### src/include/freq_prot_pkg.sv
// Purpose: shared constants for the frequency protection supervision block
// Assumes: frequency in 0.01 Hz units, phase-phase voltages in 0.1 V units
// Notes: register offsets are byte addresses on the AHB-Lite slave
package freq_prot_pkg;

    // ------------------------------------------------------------
    // timing
    // ------------------------------------------------------------
    localparam int CLK_PERIOD_NS = 100;
    localparam int TICK_TIME_US = 10000;
    localparam int TICK_CYCLES = TICK_TIME_US * 1000 / CLK_PERIOD_NS;
    localparam int PRESCALE_WIDTH = 17;

    // ------------------------------------------------------------
    // frequency and voltage limits, stage and rate element counts
    // ------------------------------------------------------------
    localparam logic [15:0] TRACK_LOW = 16'h0fa0;
    localparam logic [15:0] TRACK_HIGH = 16'h1b58;
    localparam logic [4:0] HYST_DEN = 5'h14;
    localparam logic [4:0] HYST_NUM = 5'h15;
    localparam int STAGES = 6;
    localparam int ROC_ELEMENTS = 8;

    // ------------------------------------------------------------
    // register offsets
    // ------------------------------------------------------------
    localparam logic [7:0] CTRL_ADDR = 8'h00;
    localparam logic [7:0] NOMINAL_ADDR = 8'h04;
    localparam logic [7:0] UV_THRESH_ADDR = 8'h08;
    localparam logic [7:0] ROC_CYCLES_ADDR = 8'h0c;
    localparam logic [7:0] HOLD_TIMER_ADDR = 8'h10;
    localparam logic [7:0] STATUS_ADDR = 8'h14;
    localparam logic [7:0] IRQ_STATUS_ADDR = 8'h18;
    localparam logic [7:0] IRQ_MASK_ADDR = 8'h1c;
    localparam logic [7:0] STAGE_BASE_ADDR = 8'h20;
    localparam logic [7:0] STAGE_LAST_ADDR = 8'h4c;

    // ------------------------------------------------------------
    // field positions
    // ------------------------------------------------------------
    localparam int STAGE_EN_BIT = 31;
    localparam int DROPOFF_LSB = 8;
    localparam int IRQ_EVENTS = 5;

    // ------------------------------------------------------------
    // values after reset and setting limits
    // ------------------------------------------------------------
    localparam logic UV_ENABLE_RESET = 1'b1;
    localparam logic [15:0] NOMINAL_RESET = 16'h1388;
    localparam logic [15:0] UV_THRESH_RESET = 16'h00fa;
    localparam logic [3:0] PICKUP_RESET = 4'h5;
    localparam logic [3:0] PICKUP_MIN = 4'h1;
    localparam logic [3:0] PICKUP_MAX = 4'hc;
    localparam logic [1:0] DROPOFF_RESET = 2'h3;
    localparam logic [1:0] DROPOFF_MIN = 2'h1;
    localparam logic [8:0] HOLD_RESET = 9'h005;
    localparam logic [8:0] HOLD_MIN = 9'h001;
    localparam logic [8:0] HOLD_MAX = 9'h12c;
    localparam logic [5:0] STAGE_EN_RESET = 6'h3f;
    // stage 0 first: 49.00, 48.60, 48.20, 47.80, 50.50, 51.00 Hz
    localparam logic [5:0][15:0] STAGE_FREQ_RESET =
        {16'h13ec, 16'h13ba, 16'h12ac, 16'h12d4, 16'h12fc, 16'h1324};
    // stage 0 first: 20, 20, 10, 10, 30, 20 s in 0.01 s steps
    localparam logic [5:0][15:0] STAGE_DELAY_RESET =
        {16'h07d0, 16'h0bb8, 16'h03e8, 16'h03e8, 16'h07d0, 16'h07d0};

endpackage

### src/core/freq_protection_supervision.sv
// Purpose: frequency protection supervision with six definite-time stages
// Assumes: freq in 0.01 Hz, voltages in 0.1 V, cycle_tick once per power cycle
// Notes: registers on AHB-Lite, zero wait states, always OKAY
// Contract
// - outside 40-70 Hz inhibit all but stages
// - separate flags for below and above range
// - setting enables or disables undervoltage blocking
// - undervoltage blocks everything, stages included
// - release only above threshold plus five percent
// - flag while undervoltage blocking is active
// - rate element picks up after N cycles
// - rate element resets after M cycles below
// - cycle counts shared by all rate elements
// - one holding timer, 1 to 300 s
// - six stages, own enable, threshold, delay
// - below nominal underfrequency, above nominal overfrequency
// - threshold equal to nominal flags invalid setting
// - zero delay trips at once
// - per-stage start and trip flags
// - aggregate start and trip as OR
// - defaults give four under, two over stages
`timescale 1ns/1ps

module freq_protection_supervision #(
    parameter int TICK_CYCLES = freq_prot_pkg::TICK_CYCLES
) (
    input wire logic sys_clk,
    input wire logic rst,
    input wire logic hsel,
    input wire logic [31:0] haddr,
    input wire logic [1:0] htrans,
    input wire logic hwrite,
    input wire logic [2:0] hsize,
    input wire logic [31:0] hwdata,
    input wire logic hready,
    output logic hreadyout,
    output logic hresp,
    output logic [31:0] hrdata,
    input wire logic [15:0] freq,
    input wire logic [15:0] volt_ab,
    input wire logic [15:0] volt_bc,
    input wire logic [15:0] volt_ca,
    input wire logic cycle_tick,
    input wire logic [7:0] roc_exceed,
    output logic [7:0] roc_valid,
    output logic [8:0] holding_time,
    output logic [5:0] stage_start,
    output logic [5:0] stage_trip,
    output logic any_start,
    output logic any_trip,
    output logic freq_below_range,
    output logic freq_above_range,
    output logic uv_block_active,
    output logic setting_invalid,
    output logic irq
);

    typedef struct packed {
        logic uv_enable;
        logic [15:0] nominal;
        logic [15:0] uv_thresh;
        logic [3:0] pickup;
        logic [1:0] dropoff;
        logic [8:0] hold_time;
        logic [5:0] stage_en;
        logic [5:0][15:0] stage_freq;
        logic [5:0][15:0] stage_delay;
        logic [4:0] irq_status;
        logic [4:0] irq_mask;
        logic [4:0] event_prev;
        logic uv_block;
        logic freq_low;
        logic freq_high;
        logic invalid;
        logic [7:0][3:0] pick_cnt;
        logic [7:0][1:0] drop_cnt;
        logic [7:0] roc_valid;
        logic [16:0] prescale;
        logic tick;
        logic wr_pending;
        logic [7:0] wr_addr;
        logic [31:0] rdata;
    } state_type;

    localparam logic [16:0] TICK_LAST = 17'(TICK_CYCLES - 1);

    state_type state;
    state_type next_state;
    logic [5:0] start_w;
    logic [5:0] trip_w;

    // ------------------------------------------------------------
    // definite-time stages
    // ------------------------------------------------------------
    genvar g;
    generate
        for (g = 0; g < freq_prot_pkg::STAGES; g++) begin : stage_gen
            freq_stage stage_inst (
                .sys_clk(sys_clk),
                .rst(rst),
                .enable(state.stage_en[g]),
                .threshold(state.stage_freq[g]),
                .nominal(state.nominal),
                .delay(state.stage_delay[g]),
                .freq(freq),
                .block(state.uv_block),
                .tick(state.tick),
                .start(start_w[g]),
                .trip(trip_w[g])
            );
        end
    endgenerate

    // ------------------------------------------------------------
    // next state
    // ------------------------------------------------------------
    logic [21:0] scaled_ab;
    logic [21:0] scaled_bc;
    logic [21:0] scaled_ca;
    logic [21:0] scaled_thr;
    logic any_low;
    logic all_clear;
    logic roc_block;
    logic [4:0] events;
    logic [4:0] clear_bits;
    logic addr_phase;
    logic [7:0] raddr;
    logic [31:0] rd;
    logic [31:0] wd;
    int idx;

    always_comb begin
        next_state = state;
        clear_bits = 5'h00;
        wd = hwdata;
        idx = 0;

        // delay step prescaler
        next_state.tick = 1'b0;
        if (state.prescale >= TICK_LAST) begin
            next_state.prescale = 17'h00000;
            next_state.tick = 1'b1;
        end else begin
            next_state.prescale = state.prescale + 17'h00001;
        end

        // frequency tracking range
        next_state.freq_low = freq < freq_prot_pkg::TRACK_LOW;
        next_state.freq_high = freq > freq_prot_pkg::TRACK_HIGH;

        // undervoltage blocking with hysteresis
        any_low = (volt_ab < state.uv_thresh) || (volt_bc < state.uv_thresh) ||
            (volt_ca < state.uv_thresh);
        scaled_ab = 22'(volt_ab) * 22'(freq_prot_pkg::HYST_DEN);
        scaled_bc = 22'(volt_bc) * 22'(freq_prot_pkg::HYST_DEN);
        scaled_ca = 22'(volt_ca) * 22'(freq_prot_pkg::HYST_DEN);
        scaled_thr = 22'(state.uv_thresh) * 22'(freq_prot_pkg::HYST_NUM);
        all_clear = (scaled_ab > scaled_thr) && (scaled_bc > scaled_thr) &&
            (scaled_ca > scaled_thr);
        if (!state.uv_enable) begin
            next_state.uv_block = 1'b0;
        end else if (any_low) begin
            next_state.uv_block = 1'b1;
        end else if (all_clear) begin
            next_state.uv_block = 1'b0;
        end

        // invalid stage setting
        next_state.invalid = 1'b0;
        for (idx = 0; idx < freq_prot_pkg::STAGES; idx++) begin
            if (state.stage_freq[idx] == state.nominal) begin
                next_state.invalid = 1'b1;
            end
        end

        // rate-of-change pick-up and drop-off qualification
        roc_block = state.freq_low || state.freq_high || state.uv_block;
        if (roc_block) begin
            next_state.roc_valid = 8'h00;
            next_state.pick_cnt = '0;
            next_state.drop_cnt = '0;
        end else if (cycle_tick) begin
            for (idx = 0; idx < freq_prot_pkg::ROC_ELEMENTS; idx++) begin
                if (roc_exceed[idx]) begin
                    next_state.drop_cnt[idx] = 2'h0;
                    if (!state.roc_valid[idx]) begin
                        next_state.pick_cnt[idx] = state.pick_cnt[idx] + 4'h1;
                        if (state.pick_cnt[idx] + 4'h1 >= state.pickup) begin
                            next_state.roc_valid[idx] = 1'b1;
                            next_state.pick_cnt[idx] = 4'h0;
                        end
                    end
                end else begin
                    next_state.pick_cnt[idx] = 4'h0;
                    if (state.roc_valid[idx]) begin
                        next_state.drop_cnt[idx] = state.drop_cnt[idx] + 2'h1;
                        if (state.drop_cnt[idx] + 2'h1 >= state.dropoff) begin
                            next_state.roc_valid[idx] = 1'b0;
                            next_state.drop_cnt[idx] = 2'h0;
                        end
                    end
                end
            end
        end

        // bus address phase: read data registered for the data phase
        addr_phase = hsel && htrans[1] && hready;
        raddr = haddr[7:0];
        rd = 32'h00000000;
        case (raddr)
            freq_prot_pkg::CTRL_ADDR: rd = {31'h00000000, state.uv_enable};
            freq_prot_pkg::NOMINAL_ADDR: rd = {16'h0000, state.nominal};
            freq_prot_pkg::UV_THRESH_ADDR: rd = {16'h0000, state.uv_thresh};
            freq_prot_pkg::ROC_CYCLES_ADDR: begin
                rd = {22'h000000, state.dropoff, 4'h0, state.pickup};
            end
            freq_prot_pkg::HOLD_TIMER_ADDR: rd = {23'h000000, state.hold_time};
            freq_prot_pkg::STATUS_ADDR: begin
                rd = {state.roc_valid, 6'h00, trip_w, 2'h0, start_w,
                    state.invalid, state.uv_block, state.freq_high, state.freq_low};
            end
            freq_prot_pkg::IRQ_STATUS_ADDR: rd = {27'h0000000, state.irq_status};
            freq_prot_pkg::IRQ_MASK_ADDR: rd = {27'h0000000, state.irq_mask};
            default: begin
                if (raddr >= freq_prot_pkg::STAGE_BASE_ADDR &&
                    raddr <= freq_prot_pkg::STAGE_LAST_ADDR) begin
                    idx = int'(raddr[6:3]) - 4;
                    if (raddr[2]) begin
                        rd = {16'h0000, state.stage_delay[idx]};
                    end else begin
                        rd = {state.stage_en[idx], 15'h0000, state.stage_freq[idx]};
                    end
                end
            end
        endcase
        if (addr_phase && !hwrite) begin
            next_state.rdata = rd;
        end
        next_state.wr_pending = addr_phase && hwrite;
        if (addr_phase) begin
            next_state.wr_addr = raddr;
        end

        // bus data phase: register writes
        if (state.wr_pending) begin
            case (state.wr_addr)
                freq_prot_pkg::CTRL_ADDR: next_state.uv_enable = wd[0];
                freq_prot_pkg::NOMINAL_ADDR: next_state.nominal = wd[15:0];
                freq_prot_pkg::UV_THRESH_ADDR: next_state.uv_thresh = wd[15:0];
                freq_prot_pkg::ROC_CYCLES_ADDR: begin
                    if (wd[3:0] < freq_prot_pkg::PICKUP_MIN) begin
                        next_state.pickup = freq_prot_pkg::PICKUP_MIN;
                    end else if (wd[3:0] > freq_prot_pkg::PICKUP_MAX) begin
                        next_state.pickup = freq_prot_pkg::PICKUP_MAX;
                    end else begin
                        next_state.pickup = wd[3:0];
                    end
                    if (wd[freq_prot_pkg::DROPOFF_LSB +: 2] < freq_prot_pkg::DROPOFF_MIN) begin
                        next_state.dropoff = freq_prot_pkg::DROPOFF_MIN;
                    end else begin
                        next_state.dropoff = wd[freq_prot_pkg::DROPOFF_LSB +: 2];
                    end
                end
                freq_prot_pkg::HOLD_TIMER_ADDR: begin
                    if (wd[8:0] < freq_prot_pkg::HOLD_MIN || wd[31:9] != 23'h000000) begin
                        next_state.hold_time = (wd[31:9] != 23'h000000) ?
                            freq_prot_pkg::HOLD_MAX : freq_prot_pkg::HOLD_MIN;
                    end else if (wd[8:0] > freq_prot_pkg::HOLD_MAX) begin
                        next_state.hold_time = freq_prot_pkg::HOLD_MAX;
                    end else begin
                        next_state.hold_time = wd[8:0];
                    end
                end
                freq_prot_pkg::IRQ_STATUS_ADDR: clear_bits = wd[4:0];
                freq_prot_pkg::IRQ_MASK_ADDR: next_state.irq_mask = wd[4:0];
                default: begin
                    if (state.wr_addr >= freq_prot_pkg::STAGE_BASE_ADDR &&
                        state.wr_addr <= freq_prot_pkg::STAGE_LAST_ADDR) begin
                        idx = int'(state.wr_addr[6:3]) - 4;
                        if (state.wr_addr[2]) begin
                            next_state.stage_delay[idx] = wd[15:0];
                        end else begin
                            next_state.stage_en[idx] = wd[freq_prot_pkg::STAGE_EN_BIT];
                            next_state.stage_freq[idx] = wd[15:0];
                        end
                    end
                end
            endcase
        end

        // sticky event bits: a new event wins over a write-one clear
        events = {state.invalid, state.freq_low || state.freq_high, state.uv_block,
            |start_w, |trip_w};
        next_state.event_prev = events;
        next_state.irq_status = (state.irq_status & ~clear_bits) |
            (events & ~state.event_prev);
    end

    // ------------------------------------------------------------
    // state register
    // ------------------------------------------------------------
    always_ff @(posedge sys_clk) begin
        if (rst) begin
            state <= '0;
            state.uv_enable <= freq_prot_pkg::UV_ENABLE_RESET;
            state.nominal <= freq_prot_pkg::NOMINAL_RESET;
            state.uv_thresh <= freq_prot_pkg::UV_THRESH_RESET;
            state.pickup <= freq_prot_pkg::PICKUP_RESET;
            state.dropoff <= freq_prot_pkg::DROPOFF_RESET;
            state.hold_time <= freq_prot_pkg::HOLD_RESET;
            state.stage_en <= freq_prot_pkg::STAGE_EN_RESET;
            state.stage_freq <= freq_prot_pkg::STAGE_FREQ_RESET;
            state.stage_delay <= freq_prot_pkg::STAGE_DELAY_RESET;
        end else begin
            state <= next_state;
        end
    end

    // ------------------------------------------------------------
    // outputs
    // ------------------------------------------------------------
    assign hreadyout = 1'b1;
    assign hresp = 1'b0;
    assign hrdata = state.rdata;
    assign roc_valid = state.roc_valid;
    assign holding_time = state.hold_time;
    assign stage_start = start_w;
    assign stage_trip = trip_w;
    assign any_start = |start_w;
    assign any_trip = |trip_w;
    assign freq_below_range = state.freq_low;
    assign freq_above_range = state.freq_high;
    assign uv_block_active = state.uv_block;
    assign setting_invalid = state.invalid;
    assign irq = |(state.irq_status & state.irq_mask);

endmodule // freq_protection_supervision

### src/core/freq_stage.sv
// Purpose: one definite-time under/over-frequency stage
// Assumes: tick pulses once per 0.01 s delay step
// Notes: direction follows threshold against nominal
`timescale 1ns/1ps

module freq_stage (
    input wire logic sys_clk,
    input wire logic rst,
    input wire logic enable,
    input wire logic [15:0] threshold,
    input wire logic [15:0] nominal,
    input wire logic [15:0] delay,
    input wire logic [15:0] freq,
    input wire logic block,
    input wire logic tick,
    output logic start,
    output logic trip
);

    typedef struct packed {
        logic [15:0] count;
        logic start;
        logic trip;
    } stage_state_type;

    stage_state_type state;
    stage_state_type next_state;
    logic under;
    logic cond;

    // ------------------------------------------------------------
    // pick-up condition and timer
    // ------------------------------------------------------------
    always_comb begin
        under = threshold < nominal;
        cond = enable && !block && (threshold != nominal) &&
            (under ? (freq < threshold) : (freq > threshold));
        next_state = state;
        next_state.start = cond;
        if (!cond) begin
            next_state.count = 16'h0000;
            next_state.trip = 1'b0;
        end else if (delay == 16'h0000) begin
            next_state.trip = 1'b1;
        end else if (tick && !state.trip) begin
            next_state.count = state.count + 16'h0001;
            if (state.count + 16'h0001 >= delay) begin
                next_state.trip = 1'b1;
            end
        end
    end

    always_ff @(posedge sys_clk) begin
        if (rst) begin
            state <= '0;
        end else begin
            state <= next_state;
        end
    end

    assign start = state.start;
    assign trip = state.trip;

endmodule // freq_stage

### config.mk
export PLATFORM = sky130hd
export DESIGN_NAME = freq_protection_supervision
export DESIGN_NICKNAME = d
export VERILOG_FILES = /design/src/include/freq_prot_pkg.sv /design/src/core/freq_protection_supervision.sv /design/src/core/freq_stage.sv
export SDC_FILE = /design/constraint.sdc
export NUM_CORES = 2
export LEC_CHECK = 0
export ABC_AREA = 0
export BUFFER_PORTS_ARGS = -buffer_cell sky130_fd_sc_hd__buf_4
export CAP_MARGIN = 10
export CORE_UTILIZATION = 35
export CTS_CLUSTER_DIAMETER = 150
export DETAILED_ROUTE_END_ITERATION = 6
export GPL_TIMING_DRIVEN = 0
export PLACE_DENSITY = 0.62
export SYNTH_ARGS = -nofsm -noshare
export SYNTH_HDL_FRONTEND = slang
export SYNTH_HIERARCHICAL = 1
export SYNTH_SLANG_ARGS = --single-unit
### constraint.sdc
create_clock -name sys_clk -period 5.6 [get_ports sys_clk]
set_clock_uncertainty 0.2 [all_clocks]
set_input_delay 0.28 -clock sys_clk [delete_from_list [all_inputs] [get_ports sys_clk]]
set_output_delay 0.28 -clock sys_clk [all_outputs]
set_load 0.02 [all_outputs]
# [Word level (Yosys, flattened, before mapping)]
# Index checks and enable logic that the tools add are counted.
[word_totals] in_bits=147 ram_bits=0 reg_bits=488 n_memories=0 word_cells=483 rom_bits=0 latchBits=0 output_inout_bits=70
[op_classes] magnitude_cmp=61 n_mul=4 n_bitwise=21 div_mod_pow=0 shifts=0 addsub=25 n_eq_ne=33 mux=148 n_reduce_logical=125
[op_table] cell="32-bit one-hot mux with 8 select lines" n=1
[op_table] cell="16-bit less-than comparator" n=15
[op_table] cell="96-bit bitwise mux" n=2
[op_table] cell="4-bit two-way mux" n=26
[op_table] cell="16-bit by 1-bit adder with 16-bit output, second input constant" n=6
[op_table] cell="16-bit binary-select mux with 3-bit select" n=2
[op_table] cell="16-bit == test" n=6
[op_table] cell="16-bit greater-or-equal comparator" n=6
[op_table] cell="16-bit > comparator" n=6
[op_table] cell="16-bit logical NOT" n=6
[op_table] cell="16-bit != test" n=6
[op_table] cell="16-bit two-way mux" n=5
[op_table] cell="1-bit two-way mux" n=76
[op_table] cell="2-bit AND reduction" n=34
[op_table] cell="32-bit two-way mux" n=2
[op_table] cell="21-bit > comparator" n=3
[op_table] cell="16-bit by 3-bit multiplier with 19-bit output, second input constant" n=3
[op_table] cell="8-bit by 5-bit == test with 1-bit output, second input constant" n=7
[op_table] cell="2-bit two-way mux" n=25
[op_table] cell="16-bit demux with 3-bit select" n=1
[op_table] cell="2-bit nonzero test" n=21
[op_table] cell="1-bit logical AND" n=33
[op_table] cell="4-bit by 1-bit adder with 4-bit output, second input constant" n=8
[op_table] cell="8-bit by 4-bit == test with 1-bit output, second input constant" n=4
[op_table] cell="other kinds (38)" n=113

# [Logic depth before layout (Yosys ltp)]
[logic_depth] depth_word=7 depth_mapped=24 depth_no_buf=24

# [Hierarchy]
# Netlist, hierarchy kept.
[by_module_without_submodules] module="freq_protection_supervision" n_inst=1 cells_per_inst=3040 area_per_inst_um2=24931.4 seq_area_each_um2=7487.2
[by_module_without_submodules] module="freq_stage (stage_gen[0].stage_inst ...)" n_inst=5 cells_per_inst=288 area_per_inst_um2=2307.2 seq_area_each_um2=360.3
[by_module_without_submodules] module="freq_stage (stage_gen[5].stage_inst)" n_inst=1 cells_per_inst=287 area_per_inst_um2=2237.1 seq_area_each_um2=360.3

# [Worst setup path before layout]
# OpenSTA, ideal clock, no wires.
[synth_path] path_kind="register to register" start="reg, netlist name state[356]" end="reg state (netlist bit uv_block_active)" stages_incl_launch_ff=24 n_path_buf=0 slack_ps=616 synth_period_minus_slack_ps=4984 t_required_ps=5319 arrival_time_ps=4703 setup_ps=81 path_cell_list="dfxtp_1 ha_1 ha_1 inv_1 fa_1 inv_1 ha_1 and3_1 o311ai_1 nand2_1 o21a_1 o21a_1 o21a_1 o21ai_0 nand2b_1 a21oi_1 xor2_1 ha_1 and4_1 nand2_1 or4_4 o211ai_2 o31ai_1 a41oi_1"
[synth_rtl] element="to (signal assigned)" line_no="freq_protection_supervision.sv:315" source="state <= next_state;"
[synth_rtl] element="to (decl)" line_no="freq_protection_supervision.sv:87" source="state_type state;"

==> results.md <==
* Asr flop ratio synth at 0
* Setup violations, final at 0
* Synth Register Bits at 482
* Slowest cell on crit path: or4_4
* Leakage at 19.1 nW
* Number of enable flip-flop cells after synthesis at 0
* Final slew viol count at 0
* Root Buffer: clkbuf_16
* Die area at 0.112 sq mm
* Initial Utilization at 0.354
* Crit path max-delay family: compound AO/OA/AOI/OAI gates
* Status: complete, but fails checks
* CTS Buffer Depth at 3
* Fillers at 11218
* Footprint of the multi-input gates at 0.0265 sq mm
* Post-layout min period at 5.31 ns
* Sink Count at 482
* Total placed cells including tap cells at 6422
* Setup crit end kind: register
* Register area share after synthesis at 0.249
* Syn-to-layout area delta at 13.8%
* GRT overflow at 0
* CTS tree: yes
* Worst path max stage delay at 0.59 ns
* Core ar. at 0.109 sq mm
* Worst setup margin at 0.289 ns
* Routed Antenna Nets at 0
* Vias in the first global route at 33980
* Die Wd at 335 um
* Total GRT Usage at 0.244
* Layout Nets at 5774
* Synth cell types at 84
* HP Class: primary input to register
* Vias at 36155
* Die H at 335 um
* Place WS at -0.127 ns
* Slew @ Worst Pin at 1.33 ns
* Largest net degree at the start of global routing at 19
* Crit path required time at 5.92 ns
* Leading register cell type out of synthesis: dfxtp_1
* CTS buffer count at 52
* Pre-antenna DRT Iters at 7
* Initial antenna violation count at 7
* Finished Layout Cells at 6551
* Wire per inst at 21.4 um
* Final period utilization at 0.948
* Final wirelength at 140 mm
* VDD IR max at 0.221 mV
* Max frequency at 0.188 GHz
* Crit path buf inv count at 2
* Syn Area/Cell at 8.12 sq um
* Critical-path cell list: ha_1, ha_1, inv_1, fa_1, inv_1, ha_4, and3_1, o311ai_1, nand2_1, o21a_1, o21a_1, o21a_1, o21ai_1, nand2b_1, a21oi_2, xor2_2, ha_1, nand4_1, or4_4, o211ai_2, o31ai_1, a41oi_1
* FF/Latch Area at 0.00966 sq mm
* First-pass GRT wire length at 209 mm
* Cells after Synth at 4767
* Share of cells above drive strength 1 at 0.0993
* Critical path class: register to register
* Worst Path Max Fanout at 5
* CP arrival at 5.63 ns
* Final hold viol count at 0
* RSZ-0062 raised after global routing: false
* Power Dens Cells at 191 mW/mm^2
* Clock Pin Slew Worst Setup and Hold Paths at 0.07 ns
* H-Tree Depth at 2
* Total I/O pin count at 217
* Failing checks: design-rule violations
* GPL Wtd Cong at 0.984
* Worst skew pair latency at 0.63 ns
* Dpl hpwl at 110 mm
* Synthesis Warnings at 6
* Worst setup SP type: register
* Via density per instance at 5.52
* Number of remaining DRC errors at 13
* # rows at 121
* Maxcap violations at 0
* DR iter-0 viols at 3055
* I/O Buffers at 173
* Worst slew margin at 0.103
* Post-Syn Area at 0.0387 sq mm
* Worst R2R Setup Slack at 0.29 ns
==> Yosys cell counts (all sizes together) (15+ instances only) <==
master | number | area, sq um
mux4 | 33 | 743
a21o | 78 | 586
o211ai | 16 | 139
a21oi | 372 | 1870
a31oi | 15 | 125
mux2i | 34 | 407
xor2 | 178 | 1560
nor2 | 250 | 938
nor3 | 157 | 1090
buf | 76 | 526
a211oi | 19 | 205
nand3 | 132 | 661
clkbuf | 160 | 602
nand2 | 704 | 2640
o21a | 16 | 120
nand2b | 75 | 469
o21ai | 122 | 611
nand3b | 100 | 751
nand4 | 96 | 601
ha | 581 | 7270
and4 | 32 | 280
a22oi | 54 | 405
a221oi | 45 | 394
and3 | 39 | 269
xnor2 | 173 | 1520
nor4 | 58 | 394
a41oi | 18 | 158
inv | 402 | 1510
nor2b | 54 | 338
mux2 | 33 | 372
dfxtp | 482 | 9650
==> per-stage QoR <==
| stage | setup TNS [ns] | cell area, sq um | utilization | total power, mW | hold WS (ns) |
|---|---|---|---|---|---|
| final | 0 | 44000 | 0.403 | 8.43 | 0.0546 |
| after global routing | 0 | 44000 | 0.403 | 8.73 | 0.0731 |
| after CTS | 0 | 43900 | 0.402 | 8.44 | 0.0316 |
| after detailed placement | -0.127 | 41900 | 0.383 | 4.81 | 0.244 |
| after global placement | -0.0920 | 41900 | 0.383 | 4.79 | 0.239 |
| after floorplan | 0 | 38700 | - | 4.34 | 0.157 |
==> placed cells by master (no fill, tap or decap), types with 166 or more instances in the layout <==
cell type  count
nor2_1       250
clkbuf_1     166
xnor2_1      173
dfxtp_1      472
a21oi_1      368
xor2_1       175
buf_4        229
nand2_1      704
inv_1        402
ha_1         579
==> registers in the layout (all words and copies together), names as in the netlist <==
register,count
stage_gen.stage_inst/start,6
roc_valid,8
hrdata,26
stage_gen.stage_inst/state,96
holding_time,9
freq_below_range,1
stage_gen.stage_inst/trip,6
state,327
freq_above_range,1
uv_block_active,1
setting_invalid,1
==> routing by layer <==
layer  part of all wire  GRT usage
met2               0.44      0.384
met3              0.085     0.0435
met5            0.00028          0
met4              0.046      0.108
met1               0.43      0.324
==> cells by family after synthesis <==
group	synth area share
AOI/OAI and AO/OA	0.139
xor gates and xnor gates	0.0794
adders and majority gates	0.196
buffers and inverters	0.0686
DFF	0.249
muxes	0.0393
other	0.000194
and+or+nand+nor	0.228
==> worst register-to-register path: cells and delay by family (launching register included) <==
family          cells  cell delay [ns]
simple gates        5             1.15
flops               1             0.37
fa+ha+maj           5             1.55
buf+inv             2             0.11
xor+xnor            1             0.27
compound gates      9             1.59
==> area by class of cell <==
| cell class | count | area share |
|---|---|---|
| diodes | 2 | 0.000114 |
| plain buffers | 236 | 0.0256 |
| clock buffers | 70 | 0.0341 |
| clock inverters | 25 | 0.00636 |
| inverters | 407 | 0.0347 |
| multi-input cells | 3648 | 0.601 |
| flip-flops and latches | 482 | 0.219 |
| well taps | 1476 | 0.0419 |
| repair buffers | 205 | 0.0364 |
==> timing repair <==
action / 4_1_cts / 5_1_grt
endpoints found under the setup margin: 1 / 1
pin swaps: 0 / 7
resized for setup: 4 / 19
hold endpoints to repair: 97 / 0
setup buffers: 0 / 5
hold buffers: 26 / 0
==> worst paths after layout <==
kind                                         startpoint                           end  cells past startpoint
worst max-delay path            state[355]$_SDFFE_PP0P_  uv_block_active$_SDFFE_PP0P_                     22
worst min-delay path                        volt_ab[15]  uv_block_active$_SDFFE_PP0P_                      4
worst max register to register  state[355]$_SDFFE_PP0P_  uv_block_active$_SDFFE_PP0P_                     22
worst min register to register   state[39]$_SDFFE_PP0P_        state[39]$_SDFFE_PP0P_                      2
==> power by group <==
part           switching, mW  total [mW]  internal (mW)
logic                  0.795        1.29          0.497
clock network           1.54        3.66           2.11
registers             0.0344        3.48           3.45
total                   2.37        8.43           6.06
(Power assumes the default switching activity.)
